===== config.mk =====
export PLATFORM = sky130hd
export DESIGN_NAME = cmc_ctrl
export DESIGN_NICKNAME = d
export VERILOG_FILES = /design/src/cmc_pkg.sv /design/src/cmc_ctrl.sv
export SDC_FILE = /design/constraint.sdc
export NUM_CORES = 1
export LEC_CHECK = 0
export BUFFER_PORTS_ARGS = -buffer_cell sky130_fd_sc_hd__clkbuf_2
export CAP_MARGIN = 5
export CORE_MARGIN = 4
export CORE_UTILIZATION = 58
export CTS_CLUSTER_SIZE = 24
export DETAILED_ROUTE_END_ITERATION = 10
export PLACE_DENSITY = 0.84
export SYNTH_ARGS = -nofsm -noshare
export SYNTH_HDL_FRONTEND = slang
export SYNTH_SLANG_ARGS = --single-unit

===== constraint.sdc =====
create_clock -name clk_sys -period 4.4 [get_ports clk_sys]
set_clock_uncertainty 0.05 [all_clocks]
set_input_delay 0.66 -clock clk_sys [delete_from_list [all_inputs] [get_ports clk_sys]]
set_output_delay 0.66 -clock clk_sys [all_outputs]
set_load 0.01 [all_outputs]

===== src/cmc_pkg.sv =====
/*
 Package for the configuration-load controller: mode codes, states,
 timing counts and the host command carrier.
 Assumes a single 100 MHz system clock.
*/
package cmc_pkg;
  localparam int unsigned CLK_MHZ           = 100;
  localparam int unsigned OSC_SETTLE_US     = 100;
  localparam int unsigned OSC_SETTLE_CYC    = OSC_SETTLE_US * CLK_MHZ;
  localparam int unsigned USER_DELAY_CLKS   = 3;
  localparam int unsigned ADDR_W            = 18;
  localparam int unsigned DATA_W            = 8;
  localparam int unsigned MODE_W            = 4;
  localparam int unsigned SCAN_PINS         = 5;
  localparam int unsigned CCLK_DIV          = 8;
  localparam int unsigned ROW_BYTES         = 16;
  localparam int unsigned TOTAL_ROWS        = 4;
  localparam int unsigned MODE_CLK_EXT_BIT  = 2;
  localparam int unsigned MODE_SCAN_BIT     = 3;
  localparam logic [1:0]  MODE_HOST         = 2'h0;
  localparam logic [1:0]  MODE_ROM_ADDR     = 2'h1;
  localparam logic [1:0]  MODE_ROM_SERIAL   = 2'h2;
  localparam logic [1:0]  MODE_ROM_EXTADDR  = 2'h3;
  localparam logic [ADDR_W-1:0] ADDR_RESET  = 18'h00000;

  typedef enum logic [6:0] {
    CMC_IDLE   = 7'h01,
    CMC_CLEAR  = 7'h02,
    CMC_START  = 7'h04,
    CMC_LOAD   = 7'h08,
    CMC_DONE   = 7'h10,
    CMC_USER   = 7'h20,
    CMC_ERROR  = 7'h40
  } cmc_state_t;

  typedef struct packed {
    logic                wr;
    logic                rd;
    logic                osc_on;
    logic                boot_on;
    logic [DATA_W-1:0]   data;
  } cmc_host_cmd_t;
endpackage


===== src/cmc_ctrl.sv =====
/*
 Configuration-load controller: decodes mode pins, reads configuration
 bytes or bits, checks error-check bytes of ROM boot loads, sequences oscillator and
 bootstrap, and releases user I/O.
 Assumes pins are asynchronous and sampled through two flip-flops;
 the configuration clock is an enable pulse derived from clk_sys.
*/
// The implementer's own choices: strobed register access.
// How it works
// - Low two mode bits pick host load or ROM boot one to three.
// - Mode bit 2 low drives internal clock out; high means external clock.
// - Mode bit 3 high enables scan and takes five user pins.
// - ROM boot one drives an 18-bit address and reads bytes.
// - ROM boot three reads bytes but drives no address.
// - ROM boot two reads one bit per transfer; memory self-addresses.
// - Load starts on power-up or external request in any mode.
// - Host load mode makes the device an eight-bit slave.
// - Host may write and read back configuration memory.
// - Any error-check byte mismatch stops loading and flags an error; host-mode loads are summed but never checked.
// - Bootstrap stays off during load, enabled only afterwards.
// - ROM boot sequences oscillator and bootstrap; host does in host mode.
// - Oscillator and bootstrap run 100 us before user I/O enables.
// - Host may switch the oscillator off, disabling bootstrap.
// - Configuration pins used by the mode stay dedicated after load.
// - Falling initiate edge, power-up or reset release starts a load.
// - memory_enable_n is low for the whole load sequence.
// - Checksum mismatch asserts open-drain load_error and halts; only ROM boot loads are checked.
// - User mode begins three clocks after power-up release and load_done.
`timescale 1ns/10ps
module cmc_ctrl #(
  parameter int unsigned SETTLE_CYC = cmc_pkg::OSC_SETTLE_CYC,
  parameter int unsigned ROW_BYTES  = cmc_pkg::ROW_BYTES,
  parameter int unsigned TOTAL_ROWS = cmc_pkg::TOTAL_ROWS
) (
  input  wire logic                        clk_sys,
  input  wire logic                        rst,
  input  wire logic [cmc_pkg::MODE_W-1:0]  mode_pins,
  input  wire logic                        rom_boot_n,
  input  wire logic                        power_up_release,
  input  wire logic                        cfg_clk_in,
  input  wire logic [cmc_pkg::DATA_W-1:0]  cfg_data_in,
  input  wire cmc_pkg::cmc_host_cmd_t      host_cmd,
  output logic                             cfg_clk_out,
  output logic                             cfg_clk_oe,
  output logic                             data_clk_out,
  output logic                             data_clk_oe,
  output logic [cmc_pkg::ADDR_W-1:0]       mem_addr,
  output logic                             mem_addr_oe,
  output logic                             memory_enable_n,
  output logic                             load_done,
  output logic                             load_error_out,
  output logic                             load_error_oe,
  output logic [cmc_pkg::DATA_W-1:0]       host_rd_data,
  output logic                             host_rd_valid,
  output logic                             scan_enable,
  output logic [cmc_pkg::SCAN_PINS-1:0]    user_pin_suspend,
  output logic                             dedicated_pins,
  output logic                             osc_enable,
  output logic                             bootstrap_enable,
  output logic                             user_in_enable,
  output logic                             user_out_enable
);
  localparam int unsigned BYTES_TOTAL = ROW_BYTES * TOTAL_ROWS;

  // Two-flop synchronisers; first stage feeds only the second
  logic [cmc_pkg::MODE_W-1:0] mode_s1, mode_s2;
  logic [cmc_pkg::DATA_W-1:0] data_s1, data_s2;
  logic boot_s1, boot_s2, boot_d, pwr_s1, pwr_s2, eclk_s1, eclk_s2, eclk_d;

  always_ff @(posedge clk_sys) begin
    mode_s1 <= mode_pins;
    mode_s2 <= mode_s1;
    data_s1 <= cfg_data_in;
    data_s2 <= data_s1;
    boot_s1 <= rom_boot_n;
    boot_s2 <= boot_s1;
    boot_d  <= boot_s2;
    pwr_s1  <= power_up_release;
    pwr_s2  <= pwr_s1;
    eclk_s1 <= cfg_clk_in;
    eclk_s2 <= eclk_s1;
    eclk_d  <= eclk_s2;
  end

  // Configuration clock enable: internal divider or external edge
  logic [$clog2(cmc_pkg::CCLK_DIV)-1:0] div, next_div;
  logic cclk_int, next_cclk_int;
  always_comb begin
    next_div      = div + 1'b1;
    next_cclk_int = cclk_int;
    if (div == '1)
      next_cclk_int = ~cclk_int;
  end
  always_ff @(posedge clk_sys) begin
    if (rst) begin
      div      <= '0;
      cclk_int <= 1'b0;
    end else begin
      div      <= next_div;
      cclk_int <= next_cclk_int;
    end
  end

  logic [cmc_pkg::MODE_W-1:0] mode_lat, next_mode_lat;
  wire ext_clk  = mode_lat[cmc_pkg::MODE_CLK_EXT_BIT];
  // External clock must keep running, else no edges are seen
  wire cclk_en  = ext_clk ? (eclk_s2 & ~eclk_d) : (div == '1 && !cclk_int);
  wire boot_fall = boot_d & ~boot_s2;

  cmc_pkg::cmc_state_t state, next_state;
  logic [cmc_pkg::ADDR_W-1:0] addr, next_addr;
  logic [15:0] byte_cnt, next_byte_cnt;
  logic [2:0]  bit_cnt, next_bit_cnt;
  logic [7:0]  shreg, next_shreg;
  logic [7:0]  sum, next_sum;
  logic [$clog2(ROW_BYTES)-1:0] row_pos, next_row_pos;
  logic        phase, next_phase;
  logic [1:0]  tail, next_tail;
  logic [$clog2(SETTLE_CYC+1)-1:0] settle, next_settle;
  logic        err, next_err, done, next_done;
  logic [7:0]  rx_byte;
  logic        rx_full;
  logic [7:0]  rd_data, next_rd_data;
  logic        rd_valid, next_rd_valid;
  logic        osc, next_osc, boot, next_boot;

  wire [1:0] sel = mode_lat[1:0];
  wire host_mode = (sel == cmc_pkg::MODE_HOST);
  wire serial    = (sel == cmc_pkg::MODE_ROM_SERIAL);
  wire settled   = (settle == SETTLE_CYC[$bits(settle)-1:0]);

  always_comb begin
    next_state    = state;
    next_mode_lat = mode_lat;
    next_addr     = addr;
    next_byte_cnt = byte_cnt;
    next_bit_cnt  = bit_cnt;
    next_shreg    = shreg;
    next_sum      = sum;
    next_row_pos  = row_pos;
    next_phase    = phase;
    next_tail     = tail;
    next_settle   = settle;
    next_err      = err;
    next_done     = done;
    rx_byte       = shreg;
    rx_full       = 1'b0;
    next_rd_data  = rd_data;
    next_rd_valid = 1'b0;
    next_osc      = osc;
    next_boot     = boot;
    if (boot_fall && state != cmc_pkg::CMC_CLEAR) begin
      next_state = cmc_pkg::CMC_CLEAR;
    end else begin
      unique case (state)
        cmc_pkg::CMC_IDLE: next_state = cmc_pkg::CMC_CLEAR;
        cmc_pkg::CMC_CLEAR: begin
          next_mode_lat = mode_s2;
          next_addr     = cmc_pkg::ADDR_RESET;
          next_byte_cnt = '0;
          next_bit_cnt  = '0;
          next_sum      = '0;
          next_row_pos  = '0;
          next_phase    = 1'b0;
          next_tail     = '0;
          next_settle   = '0;
          next_err      = 1'b0;
          next_done     = 1'b0;
          next_boot     = 1'b0;
          next_osc      = 1'b1;
          next_state    = cmc_pkg::CMC_START;
        end
        cmc_pkg::CMC_START: if (cclk_en) next_state = cmc_pkg::CMC_LOAD;
        cmc_pkg::CMC_LOAD: begin
          if (host_mode) begin
            // Host drives the whole load and owns the oscillator enable; bootstrap is held off
            if (host_cmd.wr) begin
              next_shreg = host_cmd.data;
              next_sum   = sum + host_cmd.data;
            end
            if (host_cmd.rd) begin
              next_rd_data  = shreg;
              next_rd_valid = 1'b1;
            end
            next_osc  = host_cmd.osc_on;
            // Pump stays shunted while memory is written
            next_boot = 1'b0;
            if (host_cmd.wr && host_cmd.data == 8'h00 && host_cmd.boot_on) begin
              next_boot  = host_cmd.osc_on;
              next_state = cmc_pkg::CMC_DONE;
            end
          end else if (cclk_en) begin
            // Latch as the data clock rises, so the memory steps only after a byte or bit is taken
            next_phase = ~phase;
            if (!phase) begin
              rx_byte = serial ? {shreg[6:0], data_s2[0]} : data_s2;
              rx_full = !serial || bit_cnt == 3'h7;
              next_bit_cnt = serial ? bit_cnt + 3'h1 : 3'h0;
              next_shreg   = rx_byte;
              if (sel == cmc_pkg::MODE_ROM_ADDR)
                next_addr = addr + 1'b1;
              if (rx_full) begin
                next_byte_cnt = byte_cnt + 16'h1;
                next_row_pos  = row_pos + 1'b1;
                next_sum      = sum + rx_byte;
                if (row_pos == ROW_BYTES[$bits(row_pos)-1:0] - 1'b1) begin
                  next_sum = '0;
                  if (rx_byte != sum) begin
                    next_err   = 1'b1;
                    next_state = cmc_pkg::CMC_ERROR;
                  end else if (byte_cnt == BYTES_TOTAL[15:0] - 16'h1) begin
                    next_done  = 1'b1;
                    next_state = cmc_pkg::CMC_DONE;
                  end
                end
              end
            end
          end
        end
        cmc_pkg::CMC_DONE: begin
          next_done = 1'b1;
          if (!host_mode) begin
            next_osc  = 1'b1;
            next_boot = 1'b1;
          end else begin
            // Host owns both enables once the load is over
            next_osc  = host_cmd.osc_on;
            next_boot = host_cmd.boot_on & host_cmd.osc_on;
          end
          if (boot && !settled)
            next_settle = settle + 1'b1;
          if (cclk_en && pwr_s2 && settled) begin
            next_tail = tail + 2'h1;
            if (tail == 2'(cmc_pkg::USER_DELAY_CLKS - 1))
              next_state = cmc_pkg::CMC_USER;
          end
        end
        cmc_pkg::CMC_USER:  next_state = cmc_pkg::CMC_USER;
        cmc_pkg::CMC_ERROR: next_state = cmc_pkg::CMC_ERROR;
        default:            next_state = cmc_pkg::CMC_IDLE;
      endcase
    end
  end

  always_ff @(posedge clk_sys) begin
    if (rst) begin
      state    <= cmc_pkg::CMC_IDLE;
      mode_lat <= '0;
      addr     <= cmc_pkg::ADDR_RESET;
      byte_cnt <= '0;
      bit_cnt  <= '0;
      shreg    <= '0;
      sum      <= '0;
      row_pos  <= '0;
      phase    <= 1'b0;
      tail     <= '0;
      settle   <= '0;
      err      <= 1'b0;
      done     <= 1'b0;
      rd_data  <= '0;
      rd_valid <= 1'b0;
      osc      <= 1'b0;
      boot     <= 1'b0;
    end else begin
      state    <= next_state;
      mode_lat <= next_mode_lat;
      addr     <= next_addr;
      byte_cnt <= next_byte_cnt;
      bit_cnt  <= next_bit_cnt;
      shreg    <= next_shreg;
      sum      <= next_sum;
      row_pos  <= next_row_pos;
      phase    <= next_phase;
      tail     <= next_tail;
      settle   <= next_settle;
      err      <= next_err;
      done     <= next_done;
      rd_data  <= next_rd_data;
      rd_valid <= next_rd_valid;
      osc      <= next_osc;
      boot     <= next_boot;
    end
  end

  wire loading = (state == cmc_pkg::CMC_START) || (state == cmc_pkg::CMC_LOAD);
  assign cfg_clk_out      = cclk_int;
  assign cfg_clk_oe       = ~ext_clk;
  assign data_clk_out     = phase;
  assign data_clk_oe      = loading && !host_mode;
  assign mem_addr         = addr;
  assign mem_addr_oe      = loading && sel == cmc_pkg::MODE_ROM_ADDR;
  assign memory_enable_n  = ~(loading || state == cmc_pkg::CMC_DONE);
  assign load_done        = done;
  assign load_error_out   = 1'b0;
  assign load_error_oe    = err;
  assign host_rd_data     = rd_data;
  assign host_rd_valid    = rd_valid;
  assign scan_enable      = mode_s2[cmc_pkg::MODE_SCAN_BIT];
  assign user_pin_suspend = {cmc_pkg::SCAN_PINS{scan_enable}};
  assign dedicated_pins   = state != cmc_pkg::CMC_IDLE;
  assign osc_enable       = osc;
  assign bootstrap_enable = boot;
  assign user_in_enable   = state == cmc_pkg::CMC_USER;
  assign user_out_enable  = state == cmc_pkg::CMC_USER;

  a_boot_off_load: assert property (@(posedge clk_sys) disable iff (rst)
    loading |-> !bootstrap_enable) else $error("bootstrap on during load");
  a_memory_enable_n_load: assert property (@(posedge clk_sys) disable iff (rst)
    loading |-> !memory_enable_n) else $error("memory enable high in load");
  a_err_halts: assert property (@(posedge clk_sys) disable iff (rst)
    (state == cmc_pkg::CMC_ERROR && !boot_fall) |=> load_error_oe && !load_done) else $error("error not held");
  a_user_after: assert property (@(posedge clk_sys) disable iff (rst)
    user_out_enable |-> settled && osc_enable && bootstrap_enable) else $error("user early");
  a_addr_mode: assert property (@(posedge clk_sys) disable iff (rst)
    (sel != cmc_pkg::MODE_ROM_ADDR) |-> !mem_addr_oe) else $error("address driven");
  a_clk_wait: assert property (@(posedge clk_sys) disable iff (rst)
    (state == cmc_pkg::CMC_START && ext_clk && !(eclk_s2 && !eclk_d) && !boot_fall)
    |=> state == cmc_pkg::CMC_START) else $error("start without clock edge");
  a_mode_hold: assert property (@(posedge clk_sys) disable iff (rst)
    (state == cmc_pkg::CMC_LOAD && !boot_fall) |=> $stable(mode_lat)) else $error("mode changed");
  a_start_edge: assert property (@(posedge clk_sys) disable iff (rst)
    boot_fall |=> state == cmc_pkg::CMC_CLEAR ##1 memory_enable_n == 1'b0) else $error("no restart");
endmodule


== Word level (Yosys, flattened, before mapping) ==
Index checks and enable logic that the tools add are counted.

* Muxes and demuxes: 76
* Add/sub/neg operators: 9
* Bitwise operators: 12
* Eq/ne operators: 50
* Reductions and logical operators: 39

{| class="wikitable"
|+ Operators by type and width
! cell !! number
|-
| 2-to-1 mux 8 bit || 11
|-
| 2-to-1 mux 7 bit || 11
|-
| 2-to-1 mux 18 bit || 4
|-
| 2-to-1 mux 16 bit || 4
|-
| case mux 7 bit (7 select lines) || 1
|-
| case mux 18 bit (2 select lines) || 1
|-
| case mux 16 bit (2 select lines) || 1
|-
| != test 2 bit (second input constant) || 14
|-
| case mux 14 bit (2 select lines) || 1
|-
| != test 3 bit (second input constant) || 9
|-
| AND reduction 9 bit || 3
|-
| != test 4 bit (second input constant) || 6
|-
| 2-to-1 mux 1 bit || 22
|-
| adder 18 x 1 -> 18 bit (second input constant) || 1
|-
| AND reduction 6 bit || 3
|-
| adder 16 x 1 -> 16 bit (second input constant) || 1
|-
| adder 8 bit || 2
|-
| == test 16 x 6 -> 1 bit (second input constant) || 1
|-
| 2-to-1 mux 4 bit || 4
|-
| case mux 8 bit (2 select lines) || 1
|-
| adder 14 x 1 -> 14 bit (second input constant) || 1
|-
| == test 14 bit (second input constant) || 1
|-
| 2-to-1 mux 14 bit || 1
|-
| 2-to-1 mux 3 bit || 4
|-
| other kinds (41) || 78
|}

* Output and inout bits: 47
* Register bits after elaboration: 133
* Logic and storage cells: 218
* Input port bits: 29

== Logic depth before layout (Yosys ltp) ==
* Depth in word-level cells: 11
* Mapped depth: 12
* Depth with buffers taken out: 10

== Worst setup path before layout ==
OpenSTA, ideal clock, no wires.

* Path kind: register to register
* Start: register mode_lat[0] (netlist bit)
* End: register done, in the netlist load_done
* Buffers on the path: 2
* Library setup time: 0.065 ns
* Clock period less this slack: 3.094 ns
* Path slack: 1.306 ns
* Stages on the path, launching flop included: 13
* Data arrival time: 2.979 ns
* Required time: 4.285 ns
* Path through: dfxtp_1 > clkbuf_1 > nand2b_1 > clkbuf_1 > mux2i_1 > inv_1 > ha_1 > or4_1 > nor4_1 > nand3_1 > o41ai_1 > a31oi_1 > nor2_1

* Word-level cells in the longest chain between the ends: 5
* Elaborated cells between the ends (all ways): 10
* Classes of those cells: eq/ne: 5; mux: 1; reduce/logical: 4

{| class="wikitable"
|+ RTL lines
! element !! RTL line !! text
|-
| from (decl) || cmc_ctrl.sv:104 || <nowiki>logic [cmc_pkg::MODE_W-1:0] mode_lat, next_mode_lat;</nowiki>
|-
| from (signal assigned) || cmc_ctrl.sv:266 || <nowiki>mode_lat <= next_mode_lat;</nowiki>
|-
| == test 2 bit || cmc_ctrl.sv:129 || <nowiki>wire serial = (sel == cmc_pkg::MODE_ROM_SERIAL);</nowiki>
|-
| 2-to-1 mux 8 bit or logical NOT 1 bit (tied branches) || cmc_ctrl.sv:196, cmc_ctrl.sv:197 ||
|-
| != test 8 bit or logical OR 1 bit (tied branches) || cmc_ctrl.sv:208, cmc_ctrl.sv:197 ||
|-
| != test 2 bit (no source line) || -- ||
|-
| AND reduction 9 bit (no source line) * || -- ||
|-
| to (signal assigned) || cmc_ctrl.sv:277 || <nowiki>done <= next_done;</nowiki>
|-
| to (decl) || cmc_ctrl.sv:120 || <nowiki>logic err, next_err, done, next_done;</nowiki>
|}

Mark *: on every way between the ends. The rest lies on a longest branch, timed or not.
A chain may end at the register's enable or synchronous reset.

== Worst setup path after layout ==
Same ends and word-level chain as after synthesis.

==> summary.md <==
| Metric | Value |
|---|---|
| Async S/R FF share, synth | 0% |
| CTS tree | yes |
| Ports | 76 |
| GRT Residual Overflow | 0 |
| Via density | 5.98 |
| Setup bufs post-CTS | 0 |
| Number of synthesized flops with an enable pin | 0 |
| Detailed placement HPWL | 10500 um |
| Pleak | 2.89 nW |
| Max_slew headroom | 34.0% |
| Fin util | 68.6% |
| Slowest cell on crit path | or4_1 |
| Vias | 5603 |
| Synthesized Nets | 781 |
| Synthesis-to-finish area growth | 15.9% |
| Die width | 113 um |
| Worst reg2reg path depth | 10 |
| CTS clock-pin slew for the worst setup and hold paths | 0.06 ns |
| Hold Buf Count CTS | 0 |
| Vias in the first global route | 5326 |
| WHS Path Cells | 1 |
| Status | finished clean |
| Synthesized cell area | 0.00639 mm2 |
| Clock Latency Late Sink | 0.54 ns |
| Clock tree buffer depth | 2 |
| Power per cell area | 398 mW/mm2 |
| DRC viols | 0 |
| Nets | 839 |
| Predominant post-synthesis flop cell | dfxtp_1 |
| Synth warn | 0 |
| Routed WL | 15300 um |
| Core Footprint | 0.0108 mm2 |
| Largest net degree at the start of global routing | 53 |
| Final Cycle Share | 83.8% |
| Drt pass-1 iters | 5 |
| Setup Total Neg Slack | 0 ns |
| Cell variety after synth | 71 |
| Gpl congestion | 0.910 |
| Post-cts sizing count | 0 |
| Chip Height | 113 um |
| Port Buf Inserts | 74 |
| Routed len/inst | 16.4 um |
| Max rail drop VDD | 0.349 mV |
| Int Pwr | 0.00226 W |
| Crit path depth | 10 |
| Clock power share | 50.9% |
| Count of final hold-check violations | 0 |
| WP data arrival | 4.10 ns |
| Mean Syn Cell Area | 8.80 um2 |
| Global-route wire length before repair | 25500 um |
| Site row count | 38 |
| Hold Path Class | input pin to register |
| Die area | 0.0128 mm2 |
| Max frequency | 271 MHz |
| Worst EP required | 4.81 ns |
| Final setup viols | 0 |
| DR iter-0 viols | 419 |
| Share of total power in sequential cells | 42.4% |
| CP startpoint kind | register |
| Endpoint class of the critical path | register |
| H-Tree Depth | 4 |
| Post-synthesis sequential area ratio | 41.7% |
| Setup CP Type | register to register |
| MaxCap Viol Count | 0 |
| Min Tclk post-route | 3.69 ns |
| Synthesized instance count | 726 |
| Post-route ant nets | 0 |
| CP max stage delay | 0.52 ns |
| Global Route Usage Sum | 24.5% |
| CTS Sinks | 133 |
| Initial antenna violation count | 0 |
| Max Slew Vio Count | 0 |
| CP delay by family, top | simple AND/OR/NAND/NOR gates |
| Sw Share | 23.1% |
| Crit path cell chain | nand2b_1 -> mux2i_1 -> inv_1 -> ha_1 -> or4_1 -> nor4_1 -> nand3_1 -> o41ai_1 -> a31oi_1 -> nor2_1 |
| Switching Power | 0.000681 W |
| Initial Util | 59.2% |
| Actual slew at the worst max-slew pin | 0.989 ns |
| Post-synthesis register bit count | 133 |
| WP buf/inv | 1 |
| Combinational share of power | 6.7% |
| Cts bufs inserted | 17 |
| Share of layout cells above drive strength 1 | 17.4% |
| Crit path max fanout | 10 |
| RSZ-0062 raised after global routing | no |
| Root Buffer | clkbuf_8 |
| Inserted Diodes | 0 |
state kept, by name, indices dropped and copies added (netlist names), 2 cells and up:
name and flops:
bit_cnt 3, byte_cnt 16, data_s1 8, data_s2 8, div 3, host_rd_data 8
mem_addr 18, mode_lat 3, mode_s1 4, mode_s2 4, row_pos 4, settle 14
shreg 8, state 7, sum 8, tail 2
Yosys cell counts, types with 18 or more instances:
master	count	area (um2)
o21ai_0	18	90.1
nand3_1	24	120
dfxtp_1	133	2660
nor3_1	26	130
inv_1	19	71.3
nor2_1	100	375
ha_1	24	300
nor4_1	20	125
clkbuf_1	23	86.3
a21oi_1	41	205
nand2_1	56	210
xnor2_1	37	324
worst reg2reg max path: stages, from the launching register on:
cell      delay (ns)
dfxtp_1         0.49
nand2b_1        0.43
mux2i_1         0.40
inv_1           0.09
ha_1            0.32
or4_1           0.52
nor4_1          0.42
nand3_1         0.26
o41ai_1         0.39
a31oi_1         0.14
nor2_1          0.11
through the flow:
stage | std cells | instance area, um2 | total power (W) | hold slack (ns) | setup WS, ns
global route | 937 | 7410 | 0.00304 | 0.152 | 0.564
global placement | 905 | 6770 | 0.00146 | 0.259 | 1.13
detailed placement | 905 | 6770 | 0.00147 | 0.262 | 0.915
finish | 937 | 7410 | 0.00295 | 0.170 | 0.713
CTS | 937 | 7400 | 0.00295 | 0.153 | 0.910
floorplan | 726 | 6390 | 0.00141 | 0.260 | 1.31
layer usage:
layer	global-route usage [%]	part of all wire [%]	wire, um
met1	30.8	43	6570
met2	39.5	47	7220
met3	5.88	6.3	974
met4	12.3	3.7	571
met5	0	0	0
cells in the final DEF, fill, tap and decap left out, drive strengths merged, types with 8 or more instances in the layout:
cell type / instances
dfxtp: 133
nor2: 100
clkbuf: 94
nand2: 56
a21oi: 41
xnor2: 37
nor3: 29
nand3: 24
ha: 24
nor4: 22
inv: 21
o21ai: 19
mux2i: 16
xor2: 16
nand4: 14
nand2b: 10
and3: 10
a211oi: 10
or2: 8
power by group through the flow:
stage,sequential [W],combinational [W],clock (W)
after floorplan,0.00127,0.000142,0
after global placement,0.00127,0.000186,0
after detailed placement,0.00128,0.000191,0
after CTS,0.00125,0.000194,0.00151
after global routing,0.00125,0.000216,0.00157
final,0.00125,0.000197,0.00150
cell type report:
cell class,instances,area (um2)
clock buffer,20,455
clock inverter,12,173
fill,823,3390
inverter,19,71.3
multi-input combinational,535,3470
sequential,133,2660
tap,140,175
timing repair buffer,78,400
worst paths after layout:
path / startpoint / endpoint / slack, ns
max: mode_lat[0] / load_done / 0.71
min: mode_pins[3] / mode_s1[3] / 0.17
max reg2reg: mode_lat[0] / load_done / 0.71
min reg2reg: data_s1[3] / data_s2[3] / 0.27
cell families (layout without fill, tap and decap cells):
family	count (synthesis)	in the layout	synth area share (%)
multiplexers	21	21	3.39
AND/OR/NAND/NOR	318	318	25.7
adder cells (fa/ha/maj)	26	26	5.33
AO/OA/AOI/OAI	116	116	12.4
buffers and inverters	58	129	4.19
flip-flops	133	133	41.7
XOR/XNOR	53	53	7.27
other	1	1	0.0587
No activity file was read; power rests on OpenSTA's default activity.
